===== src/hw/toc_pkg.sv =====
package toc_pkg;
    // ************************************************************
    // register offsets (byte addresses)
    // ************************************************************
    localparam logic [7:0] TOC_ADDR_CTRL = 8'h00;
    localparam logic [7:0] TOC_ADDR_COUNT = 8'h04;
    localparam logic [7:0] TOC_ADDR_CMP_A = 8'h08;
    localparam logic [7:0] TOC_ADDR_CMP_B = 8'h0C;
    localparam logic [7:0] TOC_ADDR_FLAGS = 8'h10;
    localparam logic [7:0] TOC_ADDR_IRQ_EN = 8'h14;
    localparam logic [7:0] TOC_ADDR_FORCE = 8'h18;
    localparam logic [7:0] TOC_ADDR_ISR_ACK = 8'h1C;
    // ************************************************************
    // control register field positions
    // ************************************************************
    localparam int TOC_CTRL_WGM_LSB = 0;
    localparam int TOC_CTRL_TSS_LSB = 4;
    localparam int TOC_CTRL_COMA_LSB = 8;
    localparam int TOC_CTRL_COMB_LSB = 10;
    // ************************************************************
    // flag and enable bit positions
    // ************************************************************
    localparam int TOC_BIT_OVF = 0;
    localparam int TOC_BIT_MA = 1;
    localparam int TOC_BIT_MB = 2;
    // ************************************************************
    // values
    // ************************************************************
    localparam logic [7:0] TOC_COUNT_MAX = 8'hFF;
    localparam logic [7:0] TOC_COUNT_BOTTOM = 8'h00;
    localparam logic [7:0] TOC_COUNT_RST = 8'h00;
    localparam logic [7:0] TOC_CMP_RST = 8'h00;
    localparam logic [2:0] TOC_TSS_STOP = 3'h0;
    localparam logic [1:0] TOC_RESP_OKAY = 2'h0;
    localparam logic [1:0] TOC_RESP_SLVERR = 2'h2;
    // ************************************************************
    // waveform modes
    // ************************************************************
    typedef enum logic [2:0] {
        TOC_WGM_NORMAL = 3'b000,
        TOC_WGM_PC_FF = 3'b001,
        TOC_WGM_CTC = 3'b010,
        TOC_WGM_FAST_FF = 3'b011,
        TOC_WGM_RSVD4 = 3'b100,
        TOC_WGM_PC_OCR = 3'b101,
        TOC_WGM_RSVD6 = 3'b110,
        TOC_WGM_FAST_OCR = 3'b111
    } toc_wgm_e;
    // output-action codes in non-pwm modes
    localparam logic [1:0] TOC_COM_NONE = 2'h0;
    localparam logic [1:0] TOC_COM_TOGGLE = 2'h1;
    localparam logic [1:0] TOC_COM_CLEAR = 2'h2;
    localparam logic [1:0] TOC_COM_SET = 2'h3;
endpackage : toc_pkg


===== src/hw/toc_unit.sv =====
// The AXI4-Lite register port and the register addresses were decided locally.
`timescale 1ns/1ps
`default_nettype none
module toc_unit
    import toc_pkg::*;
(
    // clock and reset
    input wire logic aclk,
    input wire logic aresetn,
    // axi4-lite write address
    input wire logic [7:0] s_axi_awaddr,
    input wire logic s_axi_awvalid,
    output logic s_axi_awready,
    // axi4-lite write data
    input wire logic [31:0] s_axi_wdata,
    input wire logic [3:0] s_axi_wstrb,
    input wire logic s_axi_wvalid,
    output logic s_axi_wready,
    // axi4-lite write response
    output logic [1:0] s_axi_bresp,
    output logic s_axi_bvalid,
    input wire logic s_axi_bready,
    // axi4-lite read address
    input wire logic [7:0] s_axi_araddr,
    input wire logic s_axi_arvalid,
    output logic s_axi_arready,
    // axi4-lite read data
    output logic [31:0] s_axi_rdata,
    output logic [1:0] s_axi_rresp,
    output logic s_axi_rvalid,
    input wire logic s_axi_rready,
    // tick sources: index is tick source selection, entry 0 unused
    input wire logic [7:1] tick_src,
    // port pins
    input wire logic [1:0] port_value,
    input wire logic [1:0] port_dir,
    output logic [1:0] pin_out,
    output logic [1:0] pin_oe,
    // interrupt requests: overflow, match a, match b
    output logic [2:0] irq_req
);
    // ************************************************************
    // state
    // ************************************************************
    logic [7:0] timer_count_value;
    logic [7:0] compare_value_a;
    logic [7:0] compare_value_b;
    logic [7:0] cmp_buf_a;
    logic [7:0] cmp_buf_b;
    logic [2:0] waveform_mode_sel;
    logic [2:0] tick_source_sel;
    logic [1:0] output_action_sel_a;
    logic [1:0] output_action_sel_b;
    logic [1:0] chan_output_state;
    logic overflow_flag;
    logic match_flag_a;
    logic match_flag_b;
    logic [2:0] irq_en;
    logic count_down;
    logic block_pend;
    logic [7:0] tick_meta;
    logic [7:0] tick_sync;
    logic [7:0] tick_prev;
    logic timer_tick;
    logic [1:0] match;
    logic is_pwm;
    logic at_max;
    logic at_bottom;
    logic [7:0] top_val;
    logic [7:0] next_count;
    logic next_down;
    logic update_pt;
    // ************************************************************
    // axi4-lite slave
    // ************************************************************
    logic [7:0] aw_addr;
    logic aw_held;
    logic [31:0] w_data;
    logic [3:0] w_strb;
    logic w_held;
    logic wr_fire;
    logic rd_fire;
    logic [31:0] rd_word;
    logic addr_ok;
    assign s_axi_awready = !aw_held && !s_axi_bvalid;
    assign s_axi_wready = !w_held && !s_axi_bvalid;
    assign s_axi_arready = !s_axi_rvalid;
    assign wr_fire = aw_held && w_held && !s_axi_bvalid;
    assign rd_fire = s_axi_arvalid && s_axi_arready;
    // capture address and data in either order
    always_ff @(posedge aclk) begin
        if (!aresetn) begin
            aw_held <= 1'b0;
            w_held <= 1'b0;
            aw_addr <= 8'h00;
            w_data <= 32'h0000_0000;
            w_strb <= 4'h0;
        end else begin
            if (s_axi_awvalid && s_axi_awready) begin
                aw_held <= 1'b1;
                aw_addr <= s_axi_awaddr;
            end else if (wr_fire) begin
                aw_held <= 1'b0;
            end
            if (s_axi_wvalid && s_axi_wready) begin
                w_held <= 1'b1;
                w_data <= s_axi_wdata;
                w_strb <= s_axi_wstrb;
            end else if (wr_fire) begin
                w_held <= 1'b0;
            end
        end
    end
    // write address decode
    always_comb begin
        case (aw_addr)
            TOC_ADDR_CTRL, TOC_ADDR_COUNT, TOC_ADDR_CMP_A, TOC_ADDR_CMP_B,
            TOC_ADDR_FLAGS, TOC_ADDR_IRQ_EN, TOC_ADDR_FORCE, TOC_ADDR_ISR_ACK: addr_ok = 1'b1;
            default: addr_ok = 1'b0;
        endcase
    end
    // write response
    always_ff @(posedge aclk) begin
        if (!aresetn) begin
            s_axi_bvalid <= 1'b0;
            s_axi_bresp <= TOC_RESP_OKAY;
        end else if (wr_fire) begin
            s_axi_bvalid <= 1'b1;
            s_axi_bresp <= addr_ok ? TOC_RESP_OKAY : TOC_RESP_SLVERR;
        end else if (s_axi_bready) begin
            s_axi_bvalid <= 1'b0;
        end
    end
    // write strobes per register (low bytes)
    logic wr_ctrl0;
    logic wr_ctrl1;
    logic wr_count;
    logic wr_cmp_a;
    logic wr_cmp_b;
    logic wr_flags;
    logic wr_irq_en;
    logic wr_force;
    logic wr_ack;
    assign wr_ctrl0 = wr_fire && aw_addr == TOC_ADDR_CTRL && w_strb[0];
    assign wr_ctrl1 = wr_fire && aw_addr == TOC_ADDR_CTRL && w_strb[1];
    assign wr_count = wr_fire && aw_addr == TOC_ADDR_COUNT && w_strb[0];
    assign wr_cmp_a = wr_fire && aw_addr == TOC_ADDR_CMP_A && w_strb[0];
    assign wr_cmp_b = wr_fire && aw_addr == TOC_ADDR_CMP_B && w_strb[0];
    assign wr_flags = wr_fire && aw_addr == TOC_ADDR_FLAGS && w_strb[0];
    assign wr_irq_en = wr_fire && aw_addr == TOC_ADDR_IRQ_EN && w_strb[0];
    assign wr_force = wr_fire && aw_addr == TOC_ADDR_FORCE && w_strb[0];
    assign wr_ack = wr_fire && aw_addr == TOC_ADDR_ISR_ACK && w_strb[0];
    // read mux; compare reads follow the buffering mode
    always_comb begin
        rd_word = 32'h0000_0000;
        case (s_axi_araddr)
            TOC_ADDR_CTRL: begin
                rd_word[TOC_CTRL_WGM_LSB +: 3] = waveform_mode_sel;
                rd_word[TOC_CTRL_TSS_LSB +: 3] = tick_source_sel;
                rd_word[TOC_CTRL_COMA_LSB +: 2] = output_action_sel_a;
                rd_word[TOC_CTRL_COMB_LSB +: 2] = output_action_sel_b;
            end
            TOC_ADDR_COUNT: rd_word[7:0] = timer_count_value;
            TOC_ADDR_CMP_A: rd_word[7:0] = is_pwm ? cmp_buf_a : compare_value_a;
            TOC_ADDR_CMP_B: rd_word[7:0] = is_pwm ? cmp_buf_b : compare_value_b;
            TOC_ADDR_FLAGS: begin
                rd_word[TOC_BIT_OVF] = overflow_flag;
                rd_word[TOC_BIT_MA] = match_flag_a;
                rd_word[TOC_BIT_MB] = match_flag_b;
            end
            TOC_ADDR_IRQ_EN: rd_word[2:0] = irq_en;
            TOC_ADDR_FORCE, TOC_ADDR_ISR_ACK: rd_word = 32'h0000_0000;
            default: rd_word = 32'h0000_0000;
        endcase
    end
    // read response
    always_ff @(posedge aclk) begin
        if (!aresetn) begin
            s_axi_rvalid <= 1'b0;
            s_axi_rdata <= 32'h0000_0000;
            s_axi_rresp <= TOC_RESP_OKAY;
        end else if (rd_fire) begin
            s_axi_rvalid <= 1'b1;
            s_axi_rdata <= rd_word;
            s_axi_rresp <= (s_axi_araddr <= TOC_ADDR_ISR_ACK && s_axi_araddr[1:0] == 2'b00) ?
                TOC_RESP_OKAY : TOC_RESP_SLVERR;
        end else if (s_axi_rready) begin
            s_axi_rvalid <= 1'b0;
        end
    end
    // ************************************************************
    // control registers
    // ************************************************************
    // mode, tick source and output-action fields
    always_ff @(posedge aclk) begin
        if (!aresetn) begin
            waveform_mode_sel <= TOC_WGM_NORMAL;
            tick_source_sel <= TOC_TSS_STOP;
            output_action_sel_a <= TOC_COM_NONE;
            output_action_sel_b <= TOC_COM_NONE;
            irq_en <= 3'h0;
        end else begin
            if (wr_ctrl0) begin
                waveform_mode_sel <= w_data[TOC_CTRL_WGM_LSB +: 3];
                tick_source_sel <= w_data[TOC_CTRL_TSS_LSB +: 3];
            end
            if (wr_ctrl1) begin // unbuffered
                output_action_sel_a <= w_data[TOC_CTRL_COMA_LSB +: 2];
                output_action_sel_b <= w_data[TOC_CTRL_COMB_LSB +: 2];
            end
            if (wr_irq_en) begin
                irq_en <= w_data[2:0];
            end
        end
    end
    // ************************************************************
    // timer tick from selected source
    // ************************************************************
    // two-stage sync then rising-edge detect
    always_ff @(posedge aclk) begin
        if (!aresetn) begin
            tick_meta <= 8'h00;
            tick_sync <= 8'h00;
            tick_prev <= 8'h00;
        end else begin
            tick_meta <= {tick_src, 1'b0};
            tick_sync <= tick_meta;
            tick_prev <= tick_sync;
        end
    end
    // source zero yields no tick
    assign timer_tick = (tick_source_sel != TOC_TSS_STOP) &&
        tick_sync[tick_source_sel] && !tick_prev[tick_source_sel];
    // ************************************************************
    // counter unit
    // ************************************************************
    assign is_pwm = waveform_mode_sel[0];
    assign at_max = timer_count_value == TOC_COUNT_MAX;
    assign at_bottom = timer_count_value == TOC_COUNT_BOTTOM;
    assign top_val = waveform_mode_sel[2] ? compare_value_a : TOC_COUNT_MAX;
    // next count depends on waveform mode, count, direction and compare a
    always_comb begin
        next_count = timer_count_value + 8'h01;
        next_down = count_down;
        update_pt = 1'b0;
        case (waveform_mode_sel)
            TOC_WGM_CTC: begin
                if (match[0]) next_count = TOC_COUNT_BOTTOM;
            end
            TOC_WGM_FAST_FF, TOC_WGM_FAST_OCR: begin
                if (timer_count_value == top_val) begin
                    next_count = TOC_COUNT_BOTTOM;
                    update_pt = 1'b1;
                end
            end
            TOC_WGM_PC_FF, TOC_WGM_PC_OCR: begin
                if (timer_count_value == top_val) begin
                    next_down = 1'b1;
                    next_count = timer_count_value - 8'h01;
                    update_pt = 1'b1;
                end else if (count_down && at_bottom) begin
                    next_down = 1'b0;
                end else if (count_down) begin
                    next_count = timer_count_value - 8'h01;
                end
            end
            default: next_count = timer_count_value + 8'h01;
        endcase
    end
    // count with cpu write priority
    always_ff @(posedge aclk) begin
        if (!aresetn) begin
            timer_count_value <= TOC_COUNT_RST;
            count_down <= 1'b0;
        end else if (wr_count) begin
            timer_count_value <= w_data[7:0];
        end else if (timer_tick) begin
            timer_count_value <= next_count;
            count_down <= is_pwm ? next_down : 1'b0;
        end
    end
    // cpu write lands whatever the tick does
    property p_count_write_wins;
        @(posedge aclk) disable iff (!aresetn) wr_count |=> timer_count_value == w_data[7:0];
    endproperty
    a_count_write_wins: assert property (p_count_write_wins) else $error("count write lost");
    // normal mode steps up by one, wrapping at max
    property p_normal_step;
        @(posedge aclk) disable iff (!aresetn)
            timer_tick && !wr_count && waveform_mode_sel == TOC_WGM_NORMAL |=>
            timer_count_value == $past(timer_count_value) + 8'h01;
    endproperty
    a_normal_step: assert property (p_normal_step) else $error("normal count step wrong");
    // stopped timer keeps its count unless written
    property p_stopped_hold;
        @(posedge aclk) disable iff (!aresetn)
            tick_source_sel == TOC_TSS_STOP && !wr_count |=> $stable(timer_count_value);
    endproperty
    a_stopped_hold: assert property (p_stopped_hold) else $error("stopped count moved");
    // ************************************************************
    // compare registers
    // ************************************************************
    // buffered in pwm modes, direct otherwise
    always_ff @(posedge aclk) begin
        if (!aresetn) begin
            compare_value_a <= TOC_CMP_RST;
            compare_value_b <= TOC_CMP_RST;
            cmp_buf_a <= TOC_CMP_RST;
            cmp_buf_b <= TOC_CMP_RST;
        end else begin
            if (wr_cmp_a) cmp_buf_a <= w_data[7:0];
            if (wr_cmp_b) cmp_buf_b <= w_data[7:0];
            if (!is_pwm) begin
                if (wr_cmp_a) compare_value_a <= w_data[7:0];
                if (wr_cmp_b) compare_value_b <= w_data[7:0];
            end else if (timer_tick && (update_pt ||
                        (count_down && at_bottom))) begin
                compare_value_a <= cmp_buf_a;
                compare_value_b <= cmp_buf_b;
            end
        end
    end
    // ************************************************************
    // comparator and match blocking
    // ************************************************************
    // active registers only
    assign match[0] = timer_count_value == compare_value_a;
    assign match[1] = timer_count_value == compare_value_b;
    // block armed by count write, cleared by next tick
    always_ff @(posedge aclk) begin
        if (!aresetn) begin
            block_pend <= 1'b0;
        end else if (wr_count) begin
            block_pend <= 1'b1;
        end else if (timer_tick) begin
            block_pend <= 1'b0;
        end
    end
    // match held through a count cycle acts at the tick ending it
    logic [1:0] match_hit;
    assign match_hit = (timer_tick && !block_pend && !wr_count) ? match : 2'b00;
    // ************************************************************
    // flags
    // ************************************************************
    logic ovf_set;
    logic [1:0] flag_set;
    assign ovf_set = timer_tick && !wr_count && next_count == TOC_COUNT_BOTTOM &&
        at_max && !is_pwm;
    assign flag_set = match_hit;
    // set wins over software or service clear
    always_ff @(posedge aclk) begin
        if (!aresetn) begin
            overflow_flag <= 1'b0;
            match_flag_a <= 1'b0;
            match_flag_b <= 1'b0;
        end else begin
            if (ovf_set) overflow_flag <= 1'b1;
            else if ((wr_flags && w_data[TOC_BIT_OVF]) || (wr_ack && w_data[TOC_BIT_OVF]))
                overflow_flag <= 1'b0;
            if (flag_set[0]) match_flag_a <= 1'b1;
            else if ((wr_flags && w_data[TOC_BIT_MA]) || (wr_ack && w_data[TOC_BIT_MA]))
                match_flag_a <= 1'b0;
            if (flag_set[1]) match_flag_b <= 1'b1;
            else if ((wr_flags && w_data[TOC_BIT_MB]) || (wr_ack && w_data[TOC_BIT_MB]))
                match_flag_b <= 1'b0;
        end
    end
    // match at a tick raises the flag
    property p_match_sets_flag;
        @(posedge aclk) disable iff (!aresetn) match_hit[0] |=> match_flag_a;
    endproperty
    a_match_sets_flag: assert property (p_match_sets_flag) else $error("match flag not set");
    // forcing never raises the flag
    property p_force_no_flag;
        @(posedge aclk) disable iff (!aresetn) force_hit[0] && !timer_tick && !match_flag_a |=> !match_flag_a;
    endproperty
    a_force_no_flag: assert property (p_force_no_flag) else $error("force raised flag");
    // writing one clears the flag
    property p_flag_clear;
        @(posedge aclk) disable iff (!aresetn)
            wr_flags && w_data[TOC_BIT_MA] && !flag_set[0] |=> !match_flag_a;
    endproperty
    a_flag_clear: assert property (p_flag_clear) else $error("flag not cleared");
    // gated requests
    assign irq_req = irq_en & {match_flag_b, match_flag_a, overflow_flag};
    // ************************************************************
    // waveform generator and pin override
    // ************************************************************
    logic [1:0] force_hit;
    assign force_hit = (wr_force && !is_pwm) ? w_data[1:0] : 2'b00;
    // per-channel output state, kept across mode changes
    function automatic logic wave_next(input logic st, input logic [1:0] act, input logic pwm,
                                       input logic down, input logic bot);
        logic r;
        r = st;
        if (!pwm) begin
            case (act)
                TOC_COM_TOGGLE: r = !st;
                TOC_COM_CLEAR: r = 1'b0;
                TOC_COM_SET: r = 1'b1;
                default: r = st;
            endcase
        end else if (act[1]) begin
            r = act[0] ^ (bot ? 1'b1 : down);
        end
        return r;
    endfunction
    logic [1:0] act_sel [2];
    assign act_sel[0] = output_action_sel_a;
    assign act_sel[1] = output_action_sel_b;
    genvar gi;
    for (gi = 0; gi < 2; gi++) begin : g_chan
        logic fast_bot;
        logic out_q;
        assign fast_bot = is_pwm && !waveform_mode_sel[1] ? 1'b0 :
            (is_pwm && timer_tick && update_pt);
        always_ff @(posedge aclk) begin
            if (!aresetn) begin
                out_q <= 1'b0;
            end else if (force_hit[gi] || match_hit[gi]) begin
                out_q <= wave_next(out_q, act_sel[gi], is_pwm && !force_hit[gi], count_down, 1'b0);
            end else if (fast_bot && act_sel[gi][1]) begin
                out_q <= !act_sel[gi][0];
            end
        end
        assign chan_output_state[gi] = out_q;
        // override on nonzero action, any mode
        assign pin_out[gi] = (act_sel[gi] != TOC_COM_NONE) ? chan_output_state[gi] : port_value[gi];
        assign pin_oe[gi] = port_dir[gi];
    end
    // reset leaves both output states low
    property p_state_reset;
        @(posedge aclk) !aresetn |=> chan_output_state == 2'b00;
    endproperty
    a_state_reset: assert property (p_state_reset) else $error("output state not reset");
endmodule : toc_unit
`default_nettype wire


===== config.mk =====
export PLATFORM = sky130hd
export DESIGN_NAME = toc_unit
export DESIGN_NICKNAME = d
export VERILOG_FILES = /design/src/hw/toc_pkg.sv /design/src/hw/toc_unit.sv
export SDC_FILE = /design/constraint.sdc
export NUM_CORES = 1
export LEC_CHECK = 0
export BUFFER_PORTS_ARGS = -buffer_cell sky130_fd_sc_hd__buf_4
export CORE_UTILIZATION = 56
export DETAILED_ROUTE_END_ITERATION = 8
export PLACE_DENSITY_LB_ADDON = 0.05
export SYNTH_ARGS = -nofsm -noshare
export SYNTH_HDL_FRONTEND = slang
export SYNTH_SLANG_ARGS = --single-unit

===== constraint.sdc =====
create_clock -name aclk -period 3.01 [get_ports aclk]
set_input_delay 0.301 -clock aclk [delete_from_list [all_inputs] [get_ports aclk]]
set_output_delay 0.301 -clock aclk [all_outputs]
set_load 0.005 [all_outputs]

==> metrics.md, run 1 <==
| Metric | Value |
|---|---|
| Status | completed |
| Max IR drop VDD | 0.410 mV |
| Power per cell area | ~550 nW/um2 |
| Worst skew pair latency | 520 ps |
| Yosys cell types | 74 |
| Post-DP HPWL | 12.3 mm |
| Total track usage | 0.315 |
| CTS tree | yes |
| Antenna Cells | 0 |
| Placed inst area | 6820 um2 |
| Minimum clock period | 2730 ps |
| Total die area | 11500 um2 |
| H-tree depth | 4 |
| Final wirelength | 17.1 mm |
| DRT iter0 DRCs | 569 |
| GR peak layer | met2 |
| GPL Wtd Cong | roughly 0.95 |
| CTS buffer count | 17 |
| Worst slew pin tran | 918 ps |
| Die Ht | 107 um |
| Worst hold slack | 20.4 ps |
| Share of cells above drive strength 1 | 0.183 |
| Setup crit start | timer_count_value[0] |
| Clk sinks | 122 |
| Nets | ~900 |
| Seq. cell area | 2440 um2 |
| Max frequency | 366 MHz |
| Startpoint class of the critical path | flip-flop |
| CP max FO | 6 |
| GR Util met2 | 0.506 |
| Worst Hold Class | in -> reg |
| Ys flop type | dfxtp_1 |
| Seq/Total Area, Yosys | 0.392 |
| Via count | 5721 |
| Global Route met1 Usage | 0.411 |
| Routed len/inst | ~18 um |
| First-pass GRT wire length | 27.5 mm |
| Period utilization | 0.907 |
| Worst r2r src | timer_count_value[0] |
| Number of flops mapped to enable cells by yosys | 0 |
| Port buffer count | 69 |
| Ranking of synthesized cells by area | dfxtp_1, a21oi_1, nand2_1 |
| Number of synthesized register bits | 122 |
| Pre-antenna DRT Iters | 5 |
| Clock slew at reported path FFs | 60 ps |
| Mean Syn Cell Area | 8.26 um2 |
| Max Root-Sink Buffers | 2 |
| Initial antenna violation count | 0 |
| Worst clock skew | approximately 6.5 ps |
| Leading area contributor after synthesis | dfxtp_1 |
| Synth Instances | 754 |
| RSZ-0062 raised after global routing | no |
| Hold Crit Start | s_axi_wstrb[0] |
| Max_slew headroom | 0.382 |
| WP data arrival | about 3100 ps |
| Setup CP Type | reg -> reg |
| Clk root buf | clkbuf_8 |
| Leakage | about 3.0 nW |
| Max Cap Viol | 0 |
| Std-Cell Rows | 38 |
| Fillcell total | 900 |
| Initial Utilization | 0.574 |
| Largest net degree at the start of global routing | 42 |
| Remaining Overflow, GRT | 0 |
| Horiz. Die Dim | 107 um |
| Synth warn | 0 |
| Multi-input gate area | 3420 um2 |
| Synth top area share | 0.392 |
| Residual DRC | 0 |
| Endpoint class of the critical path | flip-flop |
| Vias/cell | 5.87 |
| Worst Path Required | 3390 ps |
| Met3 global-route usage | 0.0630 |
| Cell area after layout | ~7500 um2 |
| Finish-stage setup viols | 0 |
| Setup TNS | 0 ps |
| Max-slew violations | 0 |
| Final Hold Viols | 0 |
| P&R area growth vs syn | 20.8% |
| I/O pins | about 120 |
| Synthesized area | ~6200 um2 |
| ANT nets after route | 0 |
| Post-CTS Resized | 0 |
| Core ar. | 10800 um2 |
| Async SR Flop Fraction | 0 |
| Vias in the first global route | 5418 |
## cells in the final DEF (no fill, tap or decap), types with 9 or more instances in the layout
cell type,count
dfxtp_1,121
buf_4,95
nand2_1,89
a21oi_1,73
nor2_1,64
mux2i_1,32
and2_1,30
a211oi_1,27
nor3_1,26
conb_1,22
nand3_1,21
o21ai_0,18
nor2b_1,17
clkbuf_16,16
nand4_1,10
inv_1,9
## synth_stat cells, types with 6 or more instances
library cell	n
nor4_1	7
a21oi_1	73
xnor2_1	7
xor2_1	8
buf_4	28
nand2_1	89
nand3_1	21
clkbuf_1	42
nor3_1	26
nor2_1	64
nand4_1	10
o22ai_1	6
and2_1	30
inv_1	10
mux2i_1	32
dfxtp_1	122
a211oi_1	27
o21ai_0	18
nand2b_1	8
nor3b_1	8
nor2b_1	17
a31oi_1	6
mux2_2	7
## critical path: stages (launching register included)
cell and delay [ps]:
dfxtp_1 470, inv_1 150, ha_1 210, or4b_1 230, o21ai_2 100, or2_2 300, a221oi_2 480, nor2_1 230
a211oi_1 310, o41ai_1 110
## where the power goes
part           total [W]  internal [W]  switching [W]
logic           0.000263      0.000122       0.000141
registers        0.00170       0.00166      0.0000438
clock network    0.00214       0.00141       0.000730
## registers in the layout (all words and copies together) (netlist names), 2 cells and up, named ones only
| signal | cells |
|---|---|
| aw_addr | 8 |
| cmp_buf_a | 8 |
| cmp_buf_b | 8 |
| compare_value_a | 8 |
| compare_value_b | 8 |
| g_chan.out_q | 2 |
| irq_en | 3 |
| output_action_sel_a | 2 |
| output_action_sel_b | 2 |
| s_axi_rdata | 12 |
| tick_meta | 7 |
| tick_prev | 7 |
| tick_source_sel | 3 |
| tick_sync | 7 |
| timer_count_value | 8 |
| w_data | 12 |
| w_strb | 2 |
| waveform_mode_sel | 3 |
## what timing repair did
item | in CTS | in global routing
hold buffers | 8 | 0
endpoints found under the hold margin | 8 | 0
buffers inserted | 0 | 0
## final timing paths
check | end | slack (ps) | depth (start not counted)
setup / recovery | timer_count_value[1] | 280 | 9
hold reg to reg | s_axi_bresp[1] | 410 | 1
setup reg to reg | timer_count_value[1] | 280 | 9
hold / removal | w_strb[0] | 20 | 3
## kinds of logic (layout without fill, tap and decap cells)
| family | Yosys count | count (layout) | synth area share |
|---|---|---|---|
| AOI/OAI and AO/OA | 178 | 178 | 0.185 |
| adders and majority gates | 3 | 3 | 0.00603 |
| other | 1 | 22 | 0.000602 |
| xor gates and xnor gates | 15 | 15 | 0.0211 |
| muxes | 41 | 41 | 0.0714 |
| DFF | 122 | 122 | 0.392 |
| buffers and inverters | 86 | 146 | 0.0706 |
| and+or+nand+nor | 308 | 308 | 0.253 |
## area by class of cell
cell class	instances	share of cell area
multi-input combinational	567	0.455
sequential	122	0.325
timing repair buffer	104	0.108
clock buffer	21	0.0611
tap	140	0.0233
clock inverter	10	0.0221
inverter	11	0.00549
## metrics by stage
step                      utilization  total power (W)  worst slack, ps  std cells
after detailed placement        0.629          0.00199              371        936
after floorplan                     -          0.00190              663        775
after global placement          0.629          0.00198              419        936
after CTS                       0.694          0.00413              329        975
final                           0.694          0.00411              279        975
after global routing            0.694          0.00424              132        975
## layer usage
| metal | part of all wire | wire (um) |
|---|---|---|
| met5 | 0 | 0 |
| met4 | 0.024 | 403 |
| met3 | 0.052 | 894 |
| met2 | 0.48 | 8230 |
| met1 | 0.44 | 7620 |
Power figures use the tool's default switching activity.
==> inputs of run 2 (changes only) <==
Settings changed: CTS_CLUSTER_SIZE set to 28, SETUP_SLACK_MARGIN set to 0.4.
==> metrics.md, run 2 (synthesis gave the netlist of run 1 again) <==
| Metric | Value |
|---|---|
| I/O pins | 118 (unchanged) |
| Port buffer count | 69 (unchanged) |
| Routed len/inst | 17.8 um (was 17.6 um) |
| Critical Path, Cell by Cell | inv_1, ha_1, or4b_1, o21ai_2, and2_1, a221o_2, o21bai_1, a211oi_1, a211oi_2 (was inv_1, ha_1, or4b_1, o21ai_2, or2_2, a221oi_2, nor2_1, a211oi_1, o41ai_1) |
| Worst slew pin tran | 946 ps (was 918 ps) |
| H-tree depth | 4 (unchanged) |
| GPL Wtd Cong | 0.947 (unchanged) |
| Minimum clock period | 2500 ps (was 2730 ps) |
| Clk sinks | 122 (unchanged) |
| Placed Instances | 936 (unchanged) |
| Setup CP Type | reg -> reg (unchanged) |
| Die Ht | 107 um (unchanged) |
| Final Hold Viols | 0 (unchanged) |
| First-pass GRT wire length | 27.7 mm (was 27.5 mm) |
| Fillcell total | 900 (unchanged) |
| Clk root buf | clkbuf_8 (unchanged) |
| Residual DRC | 0 (unchanged) |
| Most common cell after layout, fill and taps aside | dfxtp_1 (unchanged) |
| Setup TNS | 0 ps (unchanged) |
| Slowest cell delay on critical path | 510 ps (was 480 ps) |
| Worst Path Required | 3410 ps (was 3390 ps) |
| CP max stage cell | or4b_1 (was a221oi_2) |
| Largest delay contributor family on the critical path | compound AO/OA/AOI/OAI gates (unchanged) |
| Max_slew headroom | 0.364 (was 0.382) |
| Clock slew at reported path FFs | 60 ps (about the same) |
| Period utilization | 0.830 (was 0.907) |
| DRT iter0 DRCs | 518 (was 569) |
| Max Cap Viol | 0 (unchanged) |
| Final wirelength | 17.3 mm (was 17.1 mm) |
| P&R area growth vs syn | 21.6% (was 20.8%) |
| Worst Hold Class | in -> reg (unchanged) |
| Endpoint class of the critical path | flip-flop (unchanged) |
| Vias/cell | 5.91 (was 5.87) |
| Pre-antenna DRT Iters | 6 (was 5) |
| Max Root-Sink Buffers | 2 (unchanged) |
| Leakage | 3.01 nW (was 3.00 nW) |
| Startpoint class of the critical path | flip-flop (unchanged) |
| Worst clock skew | 6.61 ps (was 6.51 ps) |
| Multi-input gate area | 3460 um2 (was 3420 um2) |
| Antenna Cells | 0 (unchanged) |
| Remaining Overflow, GRT | 0 (unchanged) |
| Via count | 5773 (was 5721) |
| Register-to-register setup slack | 510 ps (was 280 ps) |
| Seq. cell area | 2450 um2 (was 2440 um2) |
| Total track usage | 0.317 (was 0.315) |
| Non-filler cells, final | 976 (was 975) |
| Max-slew violations | 0 (unchanged) |
| Largest net degree at the start of global routing | 42 (unchanged) |
| RSZ-0062 raised after global routing | yes (was no) |
| Nets | 897 (was 896) |
| Share of cells above drive strength 1 | 0.197 (was 0.183) |
| CP max FO | 14 (was 6) |
| Worst skew pair latency | 520 ps (about the same) |
| ANT nets after route | 0 (unchanged) |
| WP buf/inv | 1 (unchanged) |
| Largest regs | s_axi_rdata (12), w_data (12) (unchanged) |
| WP data arrival | 2900 ps (was 3110 ps) |
| Commonest cells after routing, fill and taps aside | dfxtp_1, buf_4, nand2_1, a21oi_1, nor2_1 (unchanged) |
| CTS tree | yes (unchanged) |
| Max IR drop VDD | 0.410 mV (about the same) |
| Post-DP HPWL | 12.3 mm (unchanged) |
| Max frequency | 400 MHz (was 366 MHz) |
| Horiz. Die Dim | 107 um (unchanged) |
| Core ar. | 10800 um2 (unchanged) |
| Std-Cell Rows | 38 (unchanged) |
| CTS buffer count | 17 (unchanged) |
| Vias in the first global route | 5452 (was 5418) |
| Total die area | 11500 um2 (unchanged) |
| Status | completed (unchanged) |
| Finish-stage setup viols | 0 (unchanged) |
| Initial Utilization | 0.574 (unchanged) |
| Power per cell area | 542 nW/um2 (was 546 nW/um2) |
| Initial antenna violation count | 0 (unchanged) |
==> run 2: changes by cell type in the layout (fill, tap and decap cells not counted), sizes merged <==
cell	previous run	this run
buf	96	97
==> run 2: final timing paths <==
kind | start | to | cells past startpoint
hold reg to reg | flip-flop | s_axi_bresp[1] | 1
hold / removal | s_axi_wstrb[0] | w_strb[0] | 3
setup / recovery | timer_count_value[0] | timer_count_value[2] | 9
setup reg to reg | timer_count_value[0] | timer_count_value[2] | 9
==> run 2: routing by layer <==
| layer | up-vias | track usage | wire length, um | share of wire |
|---|---|---|---|---|
| li1 | 2793 | - | - | - |
| met1 | 2706 | 0.414 | 7400 | 0.43 |
| met2 | 238 | 0.511 | 8300 | 0.48 |
| met3 | 36 | 0.0654 | 1220 | 0.070 |
| met4 | 0 | 0.130 | 406 | 0.023 |
| met5 | - | 0 | 0 | 0 |
==> run 2: metrics by stage <==
stage | area (um2) | power [W] | setup WS [ps] | utilization | hold WS [ps]
3_3_place_gp | 6820 | 0.00198 | 419 | 0.629 | 402
2_1_floorplan | 6300 | 0.00190 | 663 | - | 383
3_5_place_dp | 6820 | 0.00199 | 371 | 0.629 | 398
5_1_grt | 7570 | 0.00424 | 400 | 0.698 | 5.37
6_report | 7570 | 0.00410 | 513 | 0.698 | 21.5
4_1_cts | 7540 | 0.00413 | 374 | 0.696 | 2.50
==> run 2: repair_timing <==
item | 4_1_cts | 5_1_grt
pin swaps | 0 | 1
gates resized for setup | 4 | 9
buffers inserted | 0 | 1
endpoints found under the hold margin | 8 | 0
hold buffers | 8 | 0
setup endpoints to repair | 3 | 24
==> run 2: layout make-up <==
cell class	instances	area share
Timing Repair Buffer	105	0.108
Clock buffer	21	0.0607
Clock inverter	10	0.0220
Sequential cell	122	0.324
Multi-Input combinational cell	567	0.457
Inverter	11	0.00545
Tap cell	140	0.0231
==> run 2: power breakdown <==
group	switching, W	internal, W	total (W)
Clock	0.000729	0.00141	0.00214
Combinational	0.000142	0.000122	0.000264
Sequential	0.0000435	0.00166	0.00170
Total	0.000914	0.00319	0.00410
==> run 2: worst min-delay path: cells and delay by family <==
family          cells  cell delay [ps]
compound gates      1               50
simple gates        1               40
buf+inv             1              110
==> inputs of run 3 (changes only) <==
Settings changed: CORE_UTILIZATION 56 to 50.
Clock period 3.01 ns to 2.1 ns, I/O delays scaled along.
==> metrics.md, run 3 (synthesis gave the netlist of run 1 again) <==
| Metric | Value |
|---|---|
| Total die area | 12900 um2 (was 11500 um2) |
| I/O pins | 118 (unchanged) |
| Period utilization | 1.12 (was 0.830) |
| Post-layout total power | 0.00585 W (was 0.00410 W) |
| Initial Utilization | 0.516 (was 0.574) |
| Max IR drop VDD | 0.816 mV (was 0.410 mV) |
| Commonest cells after routing, fill and taps aside | buf_4, dfxtp_1, nand2_1, a21oi_1, nor2_1 (was dfxtp_1, buf_4, nand2_1, a21oi_1, nor2_1) |
| Std-Cell Rows | 40 (was 38) |
| Max_slew headroom | 0.531 (was 0.364) |
| Final wirelength | 19.9 mm (was 17.3 mm) |
| P&R area growth vs syn | 44.4% (was 21.6%) |
| Largest regs | s_axi_rdata (12), w_data (12) (unchanged) |
| Status | finished with violations (was completed) |
| Vias/cell | 5.66 (was 5.91) |
| Max Cap Viol | 0 (unchanged) |
| DRT iter0 DRCs | 463 (was 518) |
| Nets | 995 (was 897) |
| Routed len/inst | 18.1 um (was 17.8 um) |
| CTS buffer count | 17 (unchanged) |
| WP data arrival | 2650 ps (was 2900 ps) |
| Hold path depth | 3 (unchanged) |
| CP max FO | 5 (was 14) |
| Power per cell area | 651 nW/um2 (was 542 nW/um2) |
| Cell area after layout | 8990 um2 (was 7570 um2) |
| Minimum clock period | 2360 ps (was 2500 ps) |
| Horiz. Die Dim | 114 um (was 107 um) |
| Fillcell total | 941 (was 900) |
| Final Hold Viols | 0 (unchanged) |
| Vias in the first global route | 5948 (was 5452) |
| Max frequency | 424 MHz (was 400 MHz) |
| Critical Path, Cell by Cell | inv_4, ha_4, or4b_4, o21ai_4, and2_4, a221o_1, buf_4, buf_6, a2bb2oi_1, a31oi_1 (was inv_1, ha_1, or4b_1, o21ai_2, and2_1, a221o_2, o21bai_1, a211oi_1, a211oi_2) |
| Clk sinks | 122 (unchanged) |
| CP max stage cell | or4b_4 (was or4b_1) |
| Startpoint class of the critical path | flip-flop (unchanged) |
| Finish-stage setup viols | 26 (was 0) |
| Setup CP Type | reg -> reg (unchanged) |
| Initial antenna violation count | 0 (unchanged) |
| Most common cell after layout, fill and taps aside | buf_4 (was dfxtp_1) |
| Via count | 6238 (was 5773) |
| Post-DP HPWL | 14.0 mm (was 12.3 mm) |
| Remaining Overflow, GRT | 0 (unchanged) |
| Max-slew violations | 0 (unchanged) |
| Worst clock skew | 10.4 ps (was 6.61 ps) |
| Slowest cell delay on critical path | 480 ps (was 510 ps) |
| Worst Hold Class | in -> reg (unchanged) |
| Die Ht | 114 um (was 107 um) |
| Non-filler cells, final | 1103 (was 976) |
| Worst skew pair latency | 420 ps (was 520 ps) |
| Worst slew pin tran | 702 ps (was 946 ps) |
| FF-to-FF path depth | 10 (was 9) |
| Port buffer count | 69 (unchanged) |
| Residual DRC | 0 (unchanged) |
| Leakage | 3.68 nW (was 3.01 nW) |
| ANT nets after route | 0 (unchanged) |
| Total track usage | 0.312 (was 0.317) |
| Pre-antenna DRT Iters | 7 (was 6) |
| Share of cells above drive strength 1 | 0.366 (was 0.197) |
| Largest net degree at the start of global routing | 37 (was 42) |
| Antenna Cells | 0 (unchanged) |
| GPL Wtd Cong | 0.922 (was 0.947) |
| Worst Setup Slack, final | -256 ps (was 513 ps) |
| Core ar. | 12100 um2 (was 10800 um2) |
| Max Root-Sink Buffers | 2 (unchanged) |
| Placed inst area | 7610 um2 (was 6820 um2) |
| Clock slew at reported path FFs | 60 ps (about the same) |
| RSZ-0062 raised after global routing | yes (unchanged) |
| Placed Instances | 1038 (was 936) |
| First-pass GRT wire length | 30.6 mm (was 27.7 mm) |
| Endpoint class of the critical path | flip-flop (unchanged) |
| Clk root buf | clkbuf_16 (was clkbuf_8) |
| Final cell utilization of the core | 0.745 (was 0.698) |
| Worst Path Required | 2400 ps (was 3410 ps) |
| Register-to-register setup slack | -260 ps (was 510 ps) |
| Violated checks | negative setup slack |
| H-tree depth | 4 (unchanged) |
| CTS tree | yes (unchanged) |
## run 3: layer usage
metal	vias to the layer above	global-route usage	share of wire
met5	-	0	0
li1	2979	-	-
met2	227	0.508	0.48
met1	2977	0.392	0.43
met3	55	0.0749	0.059
met4	0	0.141	0.033
## run 3: through the flow
step | setup slack [ps] | setup TNS, ps | hold WS [ps]
5_1_grt | -334 | -5110 | 29.8
4_1_cts | -159 | -1690 | 6.61
3_3_place_gp | -178 | -2780 | 392
3_5_place_dp | -276 | -4150 | 400
2_1_floorplan | -62.5 | -263 | 310
6_report | -256 | -3100 | 34.8
## run 3: what timing repair did
action	CTS	global route
gates resized for setup	64	50
pin swaps	32	26
hold buffers	7	1
buffers inserted	15	8
setup endpoints to repair	44	60
cloned	1	1
endpoints found under the hold margin	7	1
## run 3: final cells by class
type	count	area (um2)	share of cell area
multi-input cells	567	3940	0.438
flip-flops and latches	122	2480	0.276
clock inverters	14	160	0.0178
inverters	11	46.3	0.00515
repair buffers	203	1710	0.190
well taps	168	210	0.0234
clock buffers	18	439	0.0488
## run 3: critical path, delay by kind of cell, from the launching register on
kind                     cells  cell delay [ps]
AO/OA/AOI/OAI                4              730
AND/OR/NAND/NOR              2              650
flip-flops                   1              370
adder cells (fa/ha/maj)      1              130
buffers and inverters        3              340
## run 3: worst paths after layout
check / end / start
max: timer_count_value[7] / timer_count_value[0]
min: w_data[8] / s_axi_wdata[8]
max reg2reg: timer_count_value[7] / timer_count_value[0]
min reg2reg: tick_sync[1] / tick_meta[1]
## run 3: power by group
group / leakage [nW] / switching [W] / internal (W) / total, W
clock: 0.286 / 0.00118 / 0.00180 / 0.00298
combinational: 2.39 / 0.000236 / 0.000206 / 0.000442
sequential: 1.00 / 0.0000592 / 0.00237 / 0.00243
